## src/verilog/alarm_pkg.sv

```systemverilog
/*
 Package for the alarm response and parameter gate: register offsets,
 field positions, reset values and timing constants.
 Assumes a 10 MHz aclk and a 32-bit AXI4-Lite register bus.
*/
package alarm_pkg;
    localparam int unsigned NUM_ALARMS   = 16;
    localparam int unsigned CLK_HZ       = 10_000_000;
    localparam int unsigned RECOVER_S    = 3600;
    localparam longint unsigned RECOVER_CYCLES = longint'(RECOVER_S) * longint'(CLK_HZ);

    // Register byte offsets
    localparam logic [7:0] OFF_ENABLE   = 8'h00;
    localparam logic [7:0] OFF_WARNCLS  = 8'h04;
    localparam logic [7:0] OFF_MANUAL   = 8'h08;
    localparam logic [7:0] OFF_FUNC     = 8'h0c;
    localparam logic [7:0] OFF_ACTIVE   = 8'h10;
    localparam logic [7:0] OFF_RESET    = 8'h14;
    localparam logic [7:0] OFF_STATUS   = 8'h18;
    localparam logic [7:0] OFF_IRQ_STAT = 8'h1c;
    localparam logic [7:0] OFF_IRQ_MASK = 8'h20;
    localparam logic [7:0] OFF_DEBUG    = 8'h24;

    // Function register fields
    localparam int unsigned F_IGN_UC    = 0;
    localparam int unsigned F_IGN_OC    = 1;
    localparam int unsigned F_MODE_A    = 2;
    localparam int unsigned F_MODE_B    = 3;
    localparam int unsigned F_IGN_PL    = 4;
    localparam int unsigned F_IGN_EF    = 5;
    localparam int unsigned F_IGN_UB    = 6;
    localparam int unsigned F_DEBUG     = 7;
    localparam int unsigned F_AR_LSB    = 8;   // 3-bit auto reset selection

    // Alarm indices: overload, and the alarms with start phase suppression
    localparam int unsigned A_OVERLOAD  = 0;
    localparam int unsigned A_PHASELOSS = 1;
    localparam int unsigned A_EARTH     = 2;
    localparam int unsigned A_UNBAL     = 3;
    localparam int unsigned A_UNDERCUR  = 11;
    localparam int unsigned A_OVERCUR   = 12;

    // Auto reset allowance codes
    localparam logic [2:0] AR_NEVER  = 3'h0;
    localparam logic [2:0] AR_ALWAYS = 3'h4;

    // Reset values
    localparam logic [15:0] RST_ENABLE  = 16'hffff;
    localparam logic [15:0] RST_WARNCLS = 16'h0000;
    localparam logic [15:0] RST_MANUAL  = 16'h0000;
    localparam logic [10:0] RST_FUNC    = 11'h100;

    // Coil range of the single coil reset
    localparam logic [7:0] COIL_FIRST = 8'h41;
    localparam logic [7:0] COIL_LAST  = 8'h6a;

    // Interrupt status bits
    localparam int unsigned I_FAULT   = 0;
    localparam int unsigned I_WARN    = 1;
    localparam int unsigned I_REJECT  = 2;
endpackage

```

## src/verilog/hour_timer.sv

```systemverilog
/*
 Counts the one hour overload free interval; restarts on every overload.
 Assumes aclk at the package rate; the limit is a parameter for simulation.
*/
`timescale 1ns/1ps
module hour_timer #(
    parameter longint unsigned LIMIT = alarm_pkg::RECOVER_CYCLES
) (
    input  wire logic aclk,
    input  wire logic aresetn,
    input  wire logic restart,
    output logic      expired
);
    logic [35:0] cnt_q;
    wire         at_end = (cnt_q >= 36'(LIMIT - 1));

    always_ff @(posedge aclk) begin
        if (!aresetn || restart) begin
            cnt_q   <= 36'h0;
            expired <= 1'b0;
        end else begin
            cnt_q   <= at_end ? 36'h0 : cnt_q + 36'h1;
            expired <= at_end;
        end
    end
endmodule

```

## src/verilog/alarm_response.sv

```systemverilog
/*
 Alarm response and parameter gate of a motor protection controller,
 with its AXI4-Lite register slave and a level interrupt.
 Assumes alarm inputs and bus commands synchronous to aclk.
*/
`timescale 1ns/1ps
module alarm_response #(
    parameter int unsigned     N       = alarm_pkg::NUM_ALARMS,
    parameter longint unsigned HOUR_CY = alarm_pkg::RECOVER_CYCLES
) (
    input  wire logic          aclk,
    input  wire logic          aresetn,
    input  wire logic [31:0]   s_axil_awaddr,
    input  wire logic          s_axil_awvalid,
    output logic               s_axil_awready,
    input  wire logic [31:0]   s_axil_wdata,
    input  wire logic [3:0]    s_axil_wstrb,
    input  wire logic          s_axil_wvalid,
    output logic               s_axil_wready,
    output logic [1:0]         s_axil_bresp,
    output logic               s_axil_bvalid,
    input  wire logic          s_axil_bready,
    input  wire logic [31:0]   s_axil_araddr,
    input  wire logic          s_axil_arvalid,
    output logic               s_axil_arready,
    output logic [31:0]        s_axil_rdata,
    output logic [1:0]         s_axil_rresp,
    output logic               s_axil_rvalid,
    input  wire logic          s_axil_rready,
    input  wire logic [N-1:0]  alarm_in,
    input  wire logic          motor_running,
    input  wire logic          start_phase,
    input  wire logic          drawer_test_or_oper,
    input  wire logic          mode_remote_or_local,
    input  wire logic          coil_write,
    input  wire logic [7:0]    coil_addr,
    input  wire logic          fieldbus_reset_telegram,
    input  wire logic          param_wr_req,
    input  wire logic          param_wr_fieldbus,
    output logic               contactor_trip,
    output logic               warning_out,
    output logic               param_accept,
    output logic               irq
);
    logic [N-1:0]  enable_q, warncls_q, manual_q, latch_q;
    logic [10:0]   func_q;
    logic [1:0]    ar_left_q;
    logic [2:0]    irq_stat_q, irq_mask_q;
    logic          aw_q, w_q;
    logic [7:0]    awaddr_q;
    logic [31:0]   wdata_q;
    logic          sw_reset_q;

    function automatic logic [15:0] w16(input logic [31:0] old, input logic [31:0] d,
                                        input logic [3:0] s);
        w16 = {s[1] ? d[15:8] : old[15:8], s[0] ? d[7:0] : old[7:0]};
    endfunction

    // Start phase masking
    wire [N-1:0] start_ign;
    assign start_ign = (N'(func_q[alarm_pkg::F_IGN_PL]) << alarm_pkg::A_PHASELOSS)
                     | (N'(func_q[alarm_pkg::F_IGN_EF]) << alarm_pkg::A_EARTH)
                     | (N'(func_q[alarm_pkg::F_IGN_UB]) << alarm_pkg::A_UNBAL)
                     | (N'(func_q[alarm_pkg::F_IGN_UC]) << alarm_pkg::A_UNDERCUR)
                     | (N'(func_q[alarm_pkg::F_IGN_OC]) << alarm_pkg::A_OVERCUR);
    wire [N-1:0] live = alarm_in & enable_q & ~(start_phase ? start_ign : '0);

    // Reset commands
    wire coil_hit = coil_write && coil_addr >= alarm_pkg::COIL_FIRST
                    && coil_addr <= alarm_pkg::COIL_LAST;
    wire reset_cmd = coil_hit || fieldbus_reset_telegram || sw_reset_q;

    // Overload auto reset
    wire [2:0] ar_sel   = func_q[alarm_pkg::F_AR_LSB +: 3];
    wire       ol_bit   = latch_q[alarm_pkg::A_OVERLOAD];
    wire       ol_live  = live[alarm_pkg::A_OVERLOAD];
    wire       ar_ok    = (ar_sel == alarm_pkg::AR_ALWAYS) || (ar_left_q != 2'h0);
    wire       auto_rst = ol_bit && !ol_live && !manual_q[alarm_pkg::A_OVERLOAD] && ar_ok;
    wire       hour_done;

    hour_timer #(.LIMIT(HOUR_CY)) hour_timer_i (
        .aclk    (aclk),
        .aresetn (aresetn),
        .restart (ol_live),
        .expired (hour_done)
    );

    // Latch: manual alarms, and the overload once its allowance is spent, hold until a reset; others follow the condition
    wire [N-1:0] clr_ok = ~manual_q | (reset_cmd ? '1 : '0);
    wire [N-1:0] ol_hold = N'(!ar_ok) << alarm_pkg::A_OVERLOAD;
    wire [N-1:0] ol_auto = N'(auto_rst) << alarm_pkg::A_OVERLOAD;
    wire [N-1:0] latch_d = live | (latch_q & ~(clr_ok & ~(ol_hold & ~(reset_cmd ? '1 : '0))))
                         & ~(ol_auto & ~live);
    wire       fault_any = |(latch_q & ~warncls_q);
    wire       warn_any  = |(latch_q & warncls_q);

    // Parameter acceptance
    wire ma = func_q[alarm_pkg::F_MODE_A];
    wire mb = func_q[alarm_pkg::F_MODE_B];
    wire accept_now = (!ma && !mb) ? !motor_running
                    : ( ma && !mb) ? param_wr_fieldbus
                    : (!ma &&  mb) ? (param_wr_fieldbus && !drawer_test_or_oper)
                    :                (param_wr_fieldbus && !mode_remote_or_local);
    wire rejected = param_wr_req && !accept_now;

    // Bus decode
    wire wr_go = aw_q && w_q && !s_axil_bvalid;
    wire rd_go = s_axil_arvalid && s_axil_arready;
    wire [7:0] ra = s_axil_araddr[7:0];
    wire rd_stat = rd_go && ra == alarm_pkg::OFF_IRQ_STAT;
    wire [2:0] ev = {rejected, warn_any, fault_any};
    wire [31:0] rmux =
          (ra == alarm_pkg::OFF_ENABLE)   ? 32'(enable_q)
        : (ra == alarm_pkg::OFF_WARNCLS)  ? 32'(warncls_q)
        : (ra == alarm_pkg::OFF_MANUAL)   ? 32'(manual_q)
        : (ra == alarm_pkg::OFF_FUNC)     ? 32'(func_q)
        : (ra == alarm_pkg::OFF_ACTIVE)   ? 32'(latch_q)
        : (ra == alarm_pkg::OFF_STATUS)   ? {26'h0, ar_left_q, param_accept, warn_any,
                                             fault_any, contactor_trip}
        : (ra == alarm_pkg::OFF_IRQ_STAT) ? 32'(irq_stat_q)
        : (ra == alarm_pkg::OFF_IRQ_MASK) ? 32'(irq_mask_q)
        : (ra == alarm_pkg::OFF_DEBUG)    ? (func_q[alarm_pkg::F_DEBUG] ?
                                             {latch_q, live} : 32'h0)
        : 32'h0;
    wire rd_ok = ra <= alarm_pkg::OFF_DEBUG && ra[1:0] == 2'h0;
    wire wr_ok = awaddr_q <= alarm_pkg::OFF_DEBUG && awaddr_q[1:0] == 2'h0
                 && awaddr_q != alarm_pkg::OFF_ACTIVE && awaddr_q != alarm_pkg::OFF_STATUS
                 && awaddr_q != alarm_pkg::OFF_IRQ_STAT && awaddr_q != alarm_pkg::OFF_DEBUG;

    always_ff @(posedge aclk) begin
        if (!aresetn) begin
            aw_q           <= 1'b0;
            w_q            <= 1'b0;
            awaddr_q       <= 8'h0;
            wdata_q        <= 32'h0;
            s_axil_awready <= 1'b0;
            s_axil_wready  <= 1'b0;
            s_axil_bvalid  <= 1'b0;
            s_axil_bresp   <= 2'h0;
            s_axil_arready <= 1'b0;
            s_axil_rvalid  <= 1'b0;
            s_axil_rdata   <= 32'h0;
            s_axil_rresp   <= 2'h0;
        end else begin
            s_axil_awready <= !aw_q && !s_axil_awready && s_axil_awvalid;
            s_axil_wready  <= !w_q && !s_axil_wready && s_axil_wvalid;
            if (s_axil_awvalid && s_axil_awready) begin
                aw_q     <= 1'b1;
                awaddr_q <= s_axil_awaddr[7:0];
            end
            if (s_axil_wvalid && s_axil_wready) begin
                w_q     <= 1'b1;
                wdata_q <= s_axil_wdata;
            end
            if (wr_go) begin
                aw_q          <= 1'b0;
                w_q           <= 1'b0;
                s_axil_bvalid <= 1'b1;
                s_axil_bresp  <= wr_ok ? 2'h0 : 2'h2;
            end else if (s_axil_bready) begin
                s_axil_bvalid <= 1'b0;
            end
            s_axil_arready <= !s_axil_arready && !s_axil_rvalid && s_axil_arvalid;
            if (rd_go) begin
                s_axil_rvalid <= 1'b1;
                s_axil_rdata  <= rd_ok ? rmux : 32'h0;
                s_axil_rresp  <= rd_ok ? 2'h0 : 2'h2;
            end else if (s_axil_rready) begin
                s_axil_rvalid <= 1'b0;
            end
        end
    end

    wire [3:0] st = s_axil_wstrb;
    always_ff @(posedge aclk) begin
        if (!aresetn) begin
            enable_q   <= N'(alarm_pkg::RST_ENABLE);
            warncls_q  <= N'(alarm_pkg::RST_WARNCLS);
            manual_q   <= N'(alarm_pkg::RST_MANUAL);
            func_q     <= alarm_pkg::RST_FUNC;
            irq_mask_q <= 3'h0;
            sw_reset_q <= 1'b0;
        end else begin
            sw_reset_q <= wr_go && awaddr_q == alarm_pkg::OFF_RESET && wdata_q[0];
            if (wr_go && awaddr_q == alarm_pkg::OFF_ENABLE)
                enable_q <= N'(w16(32'(enable_q), wdata_q, st));
            if (wr_go && awaddr_q == alarm_pkg::OFF_WARNCLS)
                warncls_q <= N'(w16(32'(warncls_q), wdata_q, st));
            if (wr_go && awaddr_q == alarm_pkg::OFF_MANUAL)
                manual_q <= N'(w16(32'(manual_q), wdata_q, st));
            if (wr_go && awaddr_q == alarm_pkg::OFF_FUNC)
                func_q <= 11'(w16(32'(func_q), wdata_q, st));
            if (wr_go && awaddr_q == alarm_pkg::OFF_IRQ_MASK && st[0])
                irq_mask_q <= wdata_q[2:0];
        end
    end

    // Allowance reload on one hour clear, or a reset command with no live overload; one less per auto reset except under code 4
    wire [1:0] ar_cfg = (ar_sel > 3'h3) ? 2'h3 : ar_sel[1:0];
    always_ff @(posedge aclk) begin
        if (!aresetn) begin
            latch_q        <= '0;
            ar_left_q      <= alarm_pkg::RST_FUNC[alarm_pkg::F_AR_LSB +: 2];
            irq_stat_q     <= 3'h0;
            contactor_trip <= 1'b0;
            warning_out    <= 1'b0;
            param_accept   <= 1'b0;
            irq            <= 1'b0;
        end else begin
            latch_q <= latch_d;
            if (hour_done || (reset_cmd && !ol_live))
                ar_left_q <= ar_cfg;
            else if (auto_rst && ar_sel != alarm_pkg::AR_ALWAYS)
                ar_left_q <= ar_left_q - 2'h1;
            // Set wins over the read clear
            irq_stat_q     <= (rd_stat ? 3'h0 : irq_stat_q) | ev;
            contactor_trip <= fault_any;
            warning_out    <= warn_any;
            param_accept   <= param_wr_req && accept_now;
            irq            <= |(irq_stat_q & irq_mask_q);
        end
    end

    // Contactor and warning outputs trail the latch by one cycle
    trip_a: assert property (@(posedge aclk) disable iff (!aresetn)
        fault_any |=> contactor_trip)
        else $error("fault did not open contactor");

    warn_a: assert property (@(posedge aclk) disable iff (!aresetn)
        (latch_q != '0 && (latch_q & ~warncls_q) == '0) |=> !contactor_trip)
        else $error("warning opened contactor");

    warn_out_a: assert property (@(posedge aclk) disable iff (!aresetn)
        warn_any |=> warning_out)
        else $error("warning not shown");

    disabled_a: assert property (@(posedge aclk) disable iff (!aresetn)
        ($stable(enable_q) && latch_q == '0 && (alarm_in & enable_q) == '0)
        |=> latch_q == '0)
        else $error("disabled alarm latched");

    start_ign_a: assert property (@(posedge aclk) disable iff (!aresetn)
        (start_phase && latch_q == '0 && (alarm_in & enable_q & ~start_ign) == '0)
        |=> latch_q == '0)
        else $error("suppressed alarm latched in start phase");

    manual_hold_a: assert property (@(posedge aclk) disable iff (!aresetn)
        (|(latch_q & manual_q) && !reset_cmd && $stable(manual_q))
        |=> |(latch_q & $past(manual_q)))
        else $error("manual alarm lost");

    coil_a: assert property (@(posedge aclk) disable iff (!aresetn)
        (coil_write && coil_addr == 8'h40 && !fieldbus_reset_telegram && !sw_reset_q)
        |-> !reset_cmd)
        else $error("coil 64 reset");

    // A reset command leaves only what is still live
    coil_rst_a: assert property (@(posedge aclk) disable iff (!aresetn)
        (coil_write && coil_addr == alarm_pkg::COIL_LAST) |=> latch_q == $past(live))
        else $error("last reset coil ignored");

    stopped_a: assert property (@(posedge aclk) disable iff (!aresetn)
        (param_wr_req && !ma && !mb && motor_running) |=> !param_accept)
        else $error("param accepted while running");

    mode_a_a: assert property (@(posedge aclk) disable iff (!aresetn)
        (param_wr_req && ma && !mb && param_wr_fieldbus) |=> param_accept)
        else $error("fieldbus param refused");

    drawer_a: assert property (@(posedge aclk) disable iff (!aresetn)
        (param_wr_req && !ma && mb && drawer_test_or_oper) |=> !param_accept)
        else $error("param in test position");

    remote_a: assert property (@(posedge aclk) disable iff (!aresetn)
        (param_wr_req && ma && mb && mode_remote_or_local) |=> !param_accept)
        else $error("param in remote or local");

    debug_off_a: assert property (@(posedge aclk) disable iff (!aresetn)
        (rd_go && ra == alarm_pkg::OFF_DEBUG && !func_q[alarm_pkg::F_DEBUG])
        |=> s_axil_rdata == 32'h0)
        else $error("debug view shown while off");

    hour_a: assert property (@(posedge aclk) disable iff (!aresetn)
        hour_done |=> ar_left_q == $past(ar_cfg))
        else $error("allowance not restored");

    ar_dec_a: assert property (@(posedge aclk) disable iff (!aresetn)
        (auto_rst && ar_sel != alarm_pkg::AR_ALWAYS && !hour_done && !reset_cmd)
        |=> ar_left_q == $past(ar_left_q) - 2'h1)
        else $error("allowance not spent");

    // With the allowance spent only a reset command may clear the overload
    ar_hold_a: assert property (@(posedge aclk) disable iff (!aresetn)
        (ol_bit && !ar_ok && !reset_cmd) |=> latch_q[alarm_pkg::A_OVERLOAD])
        else $error("overload cleared with no allowance");
endmodule

```

## config.mk

```make
export PLATFORM = sky130hd
export DESIGN_NAME = alarm_response
export DESIGN_NICKNAME = d
export VERILOG_FILES = /design/src/verilog/alarm_pkg.sv /design/src/verilog/hour_timer.sv /design/src/verilog/alarm_response.sv
export SDC_FILE = /design/constraint.sdc
export NUM_CORES = 1
export LEC_CHECK = 0
export BUFFER_PORTS_ARGS = -buffer_cell sky130_fd_sc_hd__buf_2
export CAP_MARGIN = 15
export CORE_UTILIZATION = 40
export CTS_BUF_LIST = sky130_fd_sc_hd__clkbuf_8
export CTS_CLUSTER_SIZE = 30
export DETAILED_ROUTE_END_ITERATION = 6
export PLACE_DENSITY = 0.69
export REMOVE_ABC_BUFFERS = 1
export SYNTH_ARGS = -nofsm -noshare
export SYNTH_HDL_FRONTEND = slang
export SYNTH_SLANG_ARGS = --single-unit
```

## constraint.sdc

```tcl
create_clock -name aclk -period 1.8 [get_ports aclk]
set_input_delay 0.27 -clock aclk [delete_from_list [all_inputs] [get_ports aclk]]
set_output_delay 0.27 -clock aclk [all_outputs]
set_load 0.01 [all_outputs]
```

==> qor.yml, run 1 <==
status: "complete, but fails checks"
violations: "negative setup slack"
seq_area_frac_synth_pct: 44.4
avgSynthCellArea_sq_um: 8.34
antenna_found_initial: 2
min-delay-path-class: "in -> reg"
cts_sinks: 190
clock_path_buffers: 2
synth-edff-count: 0
ir_worst_vdd_mv: 0.416
cpMaxStageDelayCell: "dfxtp_1"
drt_iter0_drc: 644
slew_headroom_pct: 48.0
dr.pass1.iters: 5
finalSetupViolations: 36
post-route-drc-count: 0
io_buffers: 115
stdcell_area_sq_um: 10700
path_clk_slew_ns: 0.10
die-area_sq_um: 22000
fmax_mhz: 512
postPlaceCellArea_sq_um: 9930
yosysTopAreaCellShare_pct: 44.4
min_period_ns: 1.95
hpwl_mm: 18.7
power.leakage_nw: 3.95
hold_ws_ns: 0.0243
async_reset_ff_share_pct: 0
timing.final.ws_setup_ns: -0.153
ys_warn_count: 0
clockRootBuffer: "clkbuf_8"
syn2layout_area_growth_pct: 25.0
syn_area_sq_um: 8570
cts_tree: "built"
wirelength_mm: 26.4
power.density_nw_per_um2: 737
synth_seq_cells: 190
crit_path_max_fanout: 5
rsz0062_at_grt: "yes"
synth.largest_area_cell: "dfxtp_1"
synth_commonest_cells: "190 x dfxtp_1, 175 x nand2_1, 110 x nor2_1, 95 x a21oi_1, 53 x nand3_1"
finalClockSkew_ns: 0.0107
critPathMaxStageDelay_ns: 0.39
synth_area_leaders: "dfxtp_1 44%, nand2_1 7.7%, a21oi_1 5.5%, mux2i_1 5.3%, nor2_1 4.8%"
drt.antenna.violating_nets: 0
vias: 8270
ys.flop_type: "dfxtp_1"
hold_viol_final: 0
slew_viol_final: 0
io_pins: 184
wire_per_inst_um: 17.8
drive_above_1_share_pct: 24.7
start_kind: "flip-flop"
grt_pass1_vias: 7488
arrival_ns: 2.36
end_kind: "flip-flop"
start_util_pct: 40.8
grt_pass1_wl_mm: 39.4
utilization_pct: 50.9
grt_usage_pct: 23.1
tightest_slew_ns: 0.780
required_ns: 2.21
die_w_um: 148
synthDistinctLibCells: 79
grt-ovfl-total: 0
maxCapViolCount: 0
cts_buffers: 17
fp.coreArea_sq_um: 21000
synth_most_common_cell: "dfxtp_1"
fin_crit_sh_pct: 108
rows: 53
final_nets: 1332
viasPerCell: 5.59
grt_start_max_net_pins: 92
htreeDepth: 4
globalplace.congestion: 0.980
cp_cell_sequence: "nor3_1 -> nand3_1 -> o211ai_1 -> nand4_1 -> buf_6 -> clkbuf_16 -> nor2_2"
die_h_um: 148
clock_latency_ns: 0.47
crit_type: "reg -> reg"
synthCells: 1027
where the power goes:
part	internal [mW]	leakage (nW)	total (mW)	switching [mW]
Sequential	4.26	1.54	4.34	0.0795
Clock	1.41	0.199	2.92	1.51
Combinational	0.267	2.21	0.633	0.366
Total	5.93	3.95	7.89	1.95
placed cells by master (no fill, tap or decap), types with 10 or more instances in the layout:
cell / n
clkbuf_8: 22
buf_4: 71
mux2i_1: 45
dfxtp_1: 185
nand3_1: 53
nand4_1: 17
nor2_2: 16
nand2_1: 175
o21ai_1: 14
a21oi_1: 95
o22ai_1: 10
a32oi_1: 10
nor2_4: 13
inv_1: 16
buf_2: 115
nor2_1: 83
xor2_1: 21
nand2b_1: 20
xnor2_1: 13
a221oi_1: 11
registers in the layout (all words and copies together), names as in the netlist, 2 cells and up:
name	cells
ar_left_q	2
awaddr_q	8
enable_q	16
func_q	11
hour_timer_i.cnt_q	36
irq_mask_q	3
irq_stat_q	3
latch_q	16
manual_q	16
s_axil_rdata	32
warncls_q	16
wdata_q	16
metrics by stage:
| stage | power [mW] | setup TNS (ns) | setup WS [ns] | instances |
|---|---|---|---|---|
| after floorplan | 4.66 | -34.97 | -0.823 | 968 |
| after global placement | 4.99 | -1.15 | -0.0987 | 1436 |
| after detailed placement | 5.00 | -2.87 | -0.167 | 1436 |
| after CTS | 7.88 | 0 | 0.0214 | 1470 |
| after global routing | 8.15 | -5.16 | -0.191 | 1478 |
| final | 7.89 | -4.16 | -0.153 | 1479 |
timing repair:
item / in CTS / in global routing
hold buffers: 0 / 0
gates resized for setup: 2 / 60
cloned: 1 / 5
pin swaps: 3 / 24
hold endpoints to repair: 0 / 0
setup endpoints to repair: 8 / 45
setup buffers: 2 / 4
final timing paths:
kind / from / to / slack [ns] / cells past startpoint
setup reg to reg: hour_timer_i.cnt_q[17] / hour_timer_i.cnt_q[35] / -0.15 / 7
hold reg to reg: aw_q / s_axil_awready / 0.45 / 1
setup / recovery: hour_timer_i.cnt_q[17] / hour_timer_i.cnt_q[35] / -0.15 / 7
hold / removal: s_axil_wdata[2] / wdata_q[2] / 0.02 / 3
cell families (layout without fill, tap and decap cells):
| kind of cell | after synthesis | in the layout | synth area share, % |
|---|---|---|---|
| AOI/OAI and AO/OA | 215 | 215 | 16.3 |
| xor gates and xnor gates | 35 | 35 | 3.58 |
| adders and majority gates | 2 | 2 | 0.292 |
| buffers and inverters | 78 | 253 | 3.83 |
| DFF | 190 | 190 | 44.4 |
| muxes | 50 | 50 | 5.91 |
| other | 1 | 3 | 0.0438 |
| and+or+nand+nor | 456 | 456 | 25.6 |
routing by layer:
metal / GRT usage, % / vias up / wire length, um
li1: - / 3961 / -
met1: 29.0 / 3908 / 11100
met2: 38.5 / 336 / 12400
met3: 5.43 / 63 / 2080
met4: 7.89 / 2 / 796
met5: 0 / - / 13
critical path, delay by kind of cell (launching register included):
kind	cells	cell delay (ns)
compound gates	1	0.29
buf+inv	2	0.34
flops	1	0.39
simple gates	4	0.88
final cells by class:
type                    instances  area, sq um
fillers                      1940        10300
clock inverters                 9          109
repair buffers                204         1450
clock buffers                  22          303
flip-flops and latches        190         3810
inverters                      18         68.8
multi-input cells             760         4620
diodes                          1         2.50
well taps                     275          344
Note: power is estimated with default switching activity, not from simulation.
==> run 2, diff against run 1 <==
--- a/config.mk
+++ b/config.mk
@@ -5,6 +5,7 @@
 export SDC_FILE = /design/constraint.sdc
 export NUM_CORES = 1
 export LEC_CHECK = 0
+export ABC_AREA = 1
 export BUFFER_PORTS_ARGS = -buffer_cell sky130_fd_sc_hd__buf_2
 export CAP_MARGIN = 15
 export CORE_UTILIZATION = 40
==> qor.yml, run 2 <==
arrival_ns: 2.07  # was 2.36 ns
crit_path_max_fanout: 9  # was 5
synth_commonest_cells: "248 x nand2_1, 190 x dfxtp_1, 151 x a21oi_1, 137 x inv_1, 102 x o21ai_0"  # was 190 x dfxtp_1, 175 x nand2_1, 110 x nor2_1, 95 x a21oi_1, 53 x nand3_1
wire_per_inst_um: 15.2  # was 17.8 um
die-area_sq_um: 22900  # was 22000 sq um
yosysTopAreaCellShare_pct: 42.7  # was 44.4%
grt_start_max_net_pins: 108  # was 92
drt.antenna.violating_nets: 0  # unchanged
wirelength_mm: 25.5  # was 26.4 mm
hpwl_mm: 18.0  # was 18.7 mm
synthCells: 1238  # was 1027
antenna_found_initial: 3  # was 2
cts_buffers: 17  # unchanged
reg_top3: "hour_timer_i.cnt_q x36, s_axil_rdata x32"  # unchanged
clock_latency_ns: 0.47  # about the same
clock_path_buffers: 2  # unchanged
cts_tree: "built"  # unchanged
dp_cells: 1643  # was 1436
fp.coreArea_sq_um: 21800  # was 21000 sq um
path_clk_slew_ns: 0.09  # was 0.10 ns
nFillCells: 2188  # was 1940
power.density_nw_per_um2: 716  # was 737 nW/um^2
post-route-drc-count: 0  # unchanged
ys.flop_type: "dfxtp_1"  # unchanged
async_reset_ff_share_pct: 0  # unchanged
cpMaxStageDelayCell: "dfxtp_1"  # unchanged
die_w_um: 151  # was 148 um
grt_usage_pct: 22.2  # was 23.1%
final_nets: 1531  # was 1332
utilization_pct: 49.4  # was 50.9%
drive_above_1_share_pct: 22.3  # was 24.7%
power.leakage_nw: 4.45  # was 3.95 nW
final_common_cell: "nand2_1"  # was dfxtp_1
largest_register_ffs: 36  # unchanged
avgSynthCellArea_sq_um: 7.20  # was 8.34 sq um
rows: 54  # was 53
dr.pass1.iters: 5  # unchanged
required_ns: 2.15  # was 2.21 ns
drt_iter0_drc: 633  # was 644
maxCapViolCount: 0  # unchanged
htreeDepth: 4  # unchanged
synth_seq_cells: 190  # unchanged
finalClockSkew_ns: 0.0167  # was 0.0107 ns
ys_warn_count: 0  # unchanged
crit_type: "reg -> reg"  # unchanged
synthDistinctLibCells: 47  # was 79
slew_headroom_pct: 62.0  # was 48.0%
ir_worst_vdd_mv: 0.506  # was 0.416 mV
cts_sinks: 190  # unchanged
globalplace.congestion: 0.926  # was 0.980
hold_viol_final: 0  # unchanged
mostFrequentLayoutCells: "245 x nand2_1, 181 x dfxtp_1, 150 x a21oi_1"  # was 185 x dfxtp_1, 175 x nand2_1, 115 x buf_2
synth.largest_area_cell: "dfxtp_1"  # unchanged
cp_cell_sequence: "nor2_2 -> nand3_1 -> nor4_4 -> nor2b_4 -> nand2_1 -> nand4_4 -> clkbuf_16 -> nor3_1"  # was nor3_1 -> nand3_1 -> o211ai_1 -> nand4_1 -> buf_6 -> clkbuf_16 -> nor2_2
min_period_ns: 1.72  # was 1.95 ns
largest-register: "hour_timer_i.cnt_q"  # unchanged
stdcell_area_sq_um: 10800  # was 10700 sq um
start_util_pct: 40.9  # was 40.8%
status: "complete, no violations"  # was complete, but fails checks
min-delay-path-class: "in -> reg"  # unchanged
finalSetupViolations: 0  # was 36
critPathMaxStageDelay_ns: 0.33  # was 0.39 ns
fin_cells: 1684  # was 1479
syn2layout_area_growth_pct: 21.0  # was 25.0%
fin_crit_sh_pct: 95.3  # was 108%
start_kind: "flip-flop"  # unchanged
rsz0062_at_grt: "yes"  # unchanged
fmax_mhz: 583  # was 512 MHz
io_pins: 184  # unchanged
tightest_slew_ns: 0.565  # was 0.780 ns
viasPerCell: 5.15  # was 5.59
vias: 8672  # was 8270
synth-edff-count: 0  # unchanged
slew_viol_final: 0  # unchanged
grt_pass1_wl_mm: 39.4  # about the same
die_h_um: 151  # was 148 um
postPlaceCellArea_sq_um: 10100  # was 9930 sq um
synth_area_leaders: "dfxtp_1 43%, nand2_1 10%, a21oi_1 8.5%, inv_1 5.8%, o21ai_0 5.7%"  # was dfxtp_1 44%, nand2_1 7.7%, a21oi_1 5.5%, mux2i_1 5.3%, nor2_1 4.8%
end_kind: "flip-flop"  # unchanged
syn_area_sq_um: 8920  # was 8570 sq um
clockRootBuffer: "clkbuf_8"  # unchanged
io_buffers: 115  # unchanged
grt_pass1_vias: 7811  # was 7488
grt-ovfl-total: 0  # unchanged
seq_area_frac_synth_pct: 42.7  # was 44.4%
synth_most_common_cell: "nand2_1"  # was dfxtp_1
-- run 2: cell count changes after synthesis, moves of 11 or more --
cell | previous run | this run
a21oi_1 | 95 | 151
a221oi_1 | 11 | 0
clkbuf_1 | 42 | 24
inv_1 | 16 | 137
mux2i_1 | 45 | 0
nand2_1 | 175 | 248
nand2_2 | 1 | 15
nand2b_1 | 20 | 0
nor2_1 | 110 | 96
nor2_2 | 0 | 13
nor3_1 | 10 | 24
o211ai_1 | 5 | 18
o21ai_0 | 8 | 102
-- run 2: critical path, delay by kind of cell (launching register included) --
kind / cells / cell delay, ns
buffers and inverters: 1 / 0.20
and+or+nand+nor: 7 / 1.08
DFF: 1 / 0.33
-- run 2: power breakdown --
group / leakage (nW) / switching [mW] / internal, mW
logic: 2.70 / 0.356 / 0.232
registers: 1.55 / 0.0881 / 4.29
clock network: 0.199 / 1.52 / 1.23
-- run 2: stage by stage --
step	hold slack [ns]	setup slack [ns]	setup TNS [ns]	power (mW)
6_report	0.0312	0.0844	0	7.72
2_1_floorplan	0.354	0.0613	0	4.72
4_1_cts	0.000741	0.0153	0	7.76
5_1_grt	0.0208	-0.0892	-0.392	8.02
3_3_place_gp	0.423	0.00775	0	5.02
3_5_place_dp	0.418	-0.0324	-0.0545	5.03
-- run 2: worst paths after layout --
check,startpoint,endpoint,slack (ns),depth (start not counted)
min,s_axil_arvalid,s_axil_arready,0.03,3
max reg2reg,hour_timer_i.cnt_q[32],hour_timer_i.cnt_q[24],0.08,8
min reg2reg,aw_q,s_axil_awready,0.44,1
max,hour_timer_i.cnt_q[32],hour_timer_i.cnt_q[24],0.08,8
-- run 2: cell families after synthesis --
| logic type | synth area share, % |
|---|---|
| AND/OR/NAND/NOR | 27.7 |
| AO/OA/AOI/OAI | 19.1 |
| buffers and inverters | 8.77 |
| flip-flops | 42.7 |
| XOR/XNOR | 1.47 |
| adder cells (fa/ha/maj) | 0.281 |
| other | 0.0421 |
-- run 2: layout make-up --
type / instances / area [sq um] / area share (%)
well taps: 280 / 350 / 3.25
diodes: 2 / 5.00 / 0.0464
multi-input cells: 856 / 4510 / 41.8
clock inverters: 10 / 87.6 / 0.812
inverters: 147 / 556 / 5.15
clock buffers: 21 / 289 / 2.68
repair buffers: 178 / 1180 / 10.9
flip-flops and latches: 190 / 3810 / 35.4
-- run 2: repair_timing --
item                                   4_1_cts  5_1_grt
endpoints found under the hold margin        1        0
hold buffers                                 1        0
setup buffers                                0        4
setup endpoints to repair                    0       62
gates resized for setup                      0       47
-- run 2: metal layers --
layer | share of wire, % | global-route usage (%) | vias to the layer above | wire length [um]
met5 | 0.090 | 0 | - | 23
met3 | 7.3 | 4.73 | 37 | 1870
li1 | - | - | 4393 | -
met1 | 45 | 29.6 | 3934 | 11400
met4 | 1.6 | 5.20 | 4 | 401
met2 | 46 | 36.3 | 304 | 11800
==> run 3, diff against run 2 <==
--- a/config.mk
+++ b/config.mk
@@ -12,7 +12,7 @@
 export CTS_BUF_LIST = sky130_fd_sc_hd__clkbuf_8
 export CTS_CLUSTER_SIZE = 30
 export DETAILED_ROUTE_END_ITERATION = 6
-export PLACE_DENSITY = 0.69
+export PLACE_DENSITY = 0.66
 export REMOVE_ABC_BUFFERS = 1
 export SYNTH_ARGS = -nofsm -noshare
 export SYNTH_HDL_FRONTEND = slang
==> constraint.sdc (replaced) <==
create_clock -name aclk -period 1.95 [get_ports aclk]
set_input_delay 0.2925 -clock aclk [delete_from_list [all_inputs] [get_ports aclk]]
set_output_delay 0.2925 -clock aclk [all_outputs]
set_load 0.01 [all_outputs]
==> qor.yml, run 3 (synthesized netlist as in run 2, its figures left out) <==
largest-register: "hour_timer_i.cnt_q"  # unchanged
dr.pass1.iters: 5  # unchanged
antenna_found_initial: 2  # was 3
crit_type: "reg -> reg"  # unchanged
cts_tree: "built"  # unchanged
antenna_cells: 0  # was 2
fp.coreArea_sq_um: 21800  # unchanged
clockRootBuffer: "clkbuf_8"  # unchanged
rsz0062_at_grt: "yes"  # unchanged
drive_above_1_share_pct: 19.1  # was 22.3%
arrival_ns: 2.15  # was 2.07 ns
final_common_cell: "nand2_1"  # unchanged
required_ns: 2.34  # was 2.15 ns
finalSetupViolations: 0  # unchanged
finalClockSkew_ns: 0.0160  # was 0.0167 ns
slew_headroom_pct: 61.9  # was 62.0%
die_h_um: 151  # unchanged
reg2reg_slack_ns: 0.19  # was 0.08 ns
mostFrequentLayoutCells: "248 x nand2_1, 188 x dfxtp_1, 151 x a21oi_1"  # was 245 x nand2_1, 181 x dfxtp_1, 150 x a21oi_1
cts_buffers: 17  # unchanged
power.leakage_nw: 4.23  # was 4.45 nW
path_clk_slew_ns: 0.10  # was 0.09 ns
power.density_nw_per_um2: 701  # was 716 nW/um^2
viasPerCell: 5.09  # was 5.15
grt-ovfl-total: 0  # unchanged
min-delay-path-class: "in -> reg"  # unchanged
htreeDepth: 4  # unchanged
grt_pass1_vias: 7749  # was 7811
fin_tns_setup_ns: 0  # unchanged
rows: 54  # unchanged
clock_latency_ns: 0.47  # about the same
cts_sinks: 190  # unchanged
min_period_ns: 1.76  # was 1.72 ns
vias: 8415  # was 8672
largest_register_ffs: 36  # unchanged
reg_top3: "hour_timer_i.cnt_q x36, s_axil_rdata x32"  # unchanged
hold_ws_ns: 0.0475  # was 0.0312 ns
start_kind: "flip-flop"  # unchanged
globalplace.congestion: 0.912  # was 0.926
slew_viol_final: 0  # unchanged
grt_start_max_net_pins: 108  # unchanged
clock_path_buffers: 2  # unchanged
wire_per_inst_um: 14.8  # was 15.2 um
grt_pass1_wl_mm: 39.0  # was 39.4 mm
start_util_pct: 40.9  # unchanged
crit_path_max_fanout: 5  # was 9
hpwl_mm: 17.6  # was 18.0 mm
drt_iter0_drc: 488  # was 633
maxCapViolCount: 0  # unchanged
io_buffers: 115  # unchanged
nFillCells: 2216  # was 2188
syn2layout_area_growth_pct: 16.6  # was 21.0%
postPlaceCellArea_sq_um: 9930  # was 10100 sq um
grt_usage_pct: 22.0  # was 22.2%
stdcell_area_sq_um: 10400  # was 10800 sq um
wirelength_mm: 24.6  # was 25.5 mm
drt.antenna.violating_nets: 0  # unchanged
cts_hold_buf: 0  # was 1
io_pins: 184  # unchanged
hold_viol_final: 0  # unchanged
die_w_um: 151  # unchanged
fmax_mhz: 568  # was 583 MHz
post-route-drc-count: 0  # unchanged
tightest_slew_ns: 0.571  # was 0.565 ns
ir_worst_vdd_mv: 0.443  # was 0.506 mV
die-area_sq_um: 22900  # unchanged
end_kind: "flip-flop"  # unchanged
fin_crit_sh_pct: 90.3  # was 95.3%
status: "complete, no violations"  # unchanged
final_nets: 1502  # was 1531
run 3: changes by cell type in the layout (fill, tap and decap cells not counted), moves of 3 or more:
cell / before / now
nor2_1: 92 / 95
nor3_2: 4 / 1
clkbuf_8: 21 / 18
nand2_4: 6 / 3
nand2_1: 245 / 248
nor3_1: 21 / 24
o21ai_0: 99 / 102
dfxtp_1: 181 / 188
nor4_4: 4 / 1
buf_4: 53 / 29
dfxtp_2: 9 / 2
run 3: worst paths after layout:
path | from | end | cells after the start
worst max-delay path | hour_timer_i.cnt_q[1] | hour_timer_i.cnt_q[24] | 11
worst min-delay path | s_axil_arvalid | s_axil_arready | 3
worst max register to register | hour_timer_i.cnt_q[1] | hour_timer_i.cnt_q[24] | 11
worst min register to register | s_axil_arready | s_axil_arready | 1
run 3: cell type report:
class	count	area, sq um	share of cell area, %
Sequential cell	190	3810	36.6
Clock buffer	18	248	2.38
Clock inverter	14	166	1.60
Multi-Input combinational cell	856	4360	42.0
Tap cell	280	350	3.37
Inverter	147	552	5.31
Timing Repair Buffer	149	908	8.74
run 3: timing repair:
item                                    CTS  global route
buffers inserted                          0             2
resized for setup                         0             7
endpoints found under the setup margin    0            38
run 3: worst max-delay path, stage by stage, from the launching register on:
cell     delay [ns]
dfxtp_2        0.37
ha_1           0.18
nand2_2        0.08
nor2_4         0.18
nand2_4        0.10
nor2_4         0.12
nand3_2        0.09
inv_2          0.09
nand3_2        0.11
o21ai_1        0.15
inv_1          0.05
nor3_1         0.17
run 3: report_power, final:
group | switching [mW] | internal (mW)
logic | 0.317 | 0.191
registers | 0.0802 | 3.96
clock network | 1.44 | 1.31
total | 1.84 | 5.45
run 3: layer usage:
layer | wire length [um] | GRT usage (%) | up-vias
met4 | 442 | 6.85 | 4
met3 | 1650 | 4.16 | 30
met1 | 11100 | 28.9 | 3803
met2 | 11300 | 36.3 | 241
li1 | - | - | 4337
met5 | 27 | 0 | -
run 3: through the flow:
stage               power (mW)  util [%]  instances  worst slack [ns]
global placement          4.62      45.5       1620            0.0803
CTS                       7.36      47.4       1652            0.0866
detailed placement        4.63      45.5       1620            0.0797
global route              7.60      47.6       1654           -0.0373
floorplan                 4.36         -       1193             0.211
finish                    7.29      47.6       1654             0.190
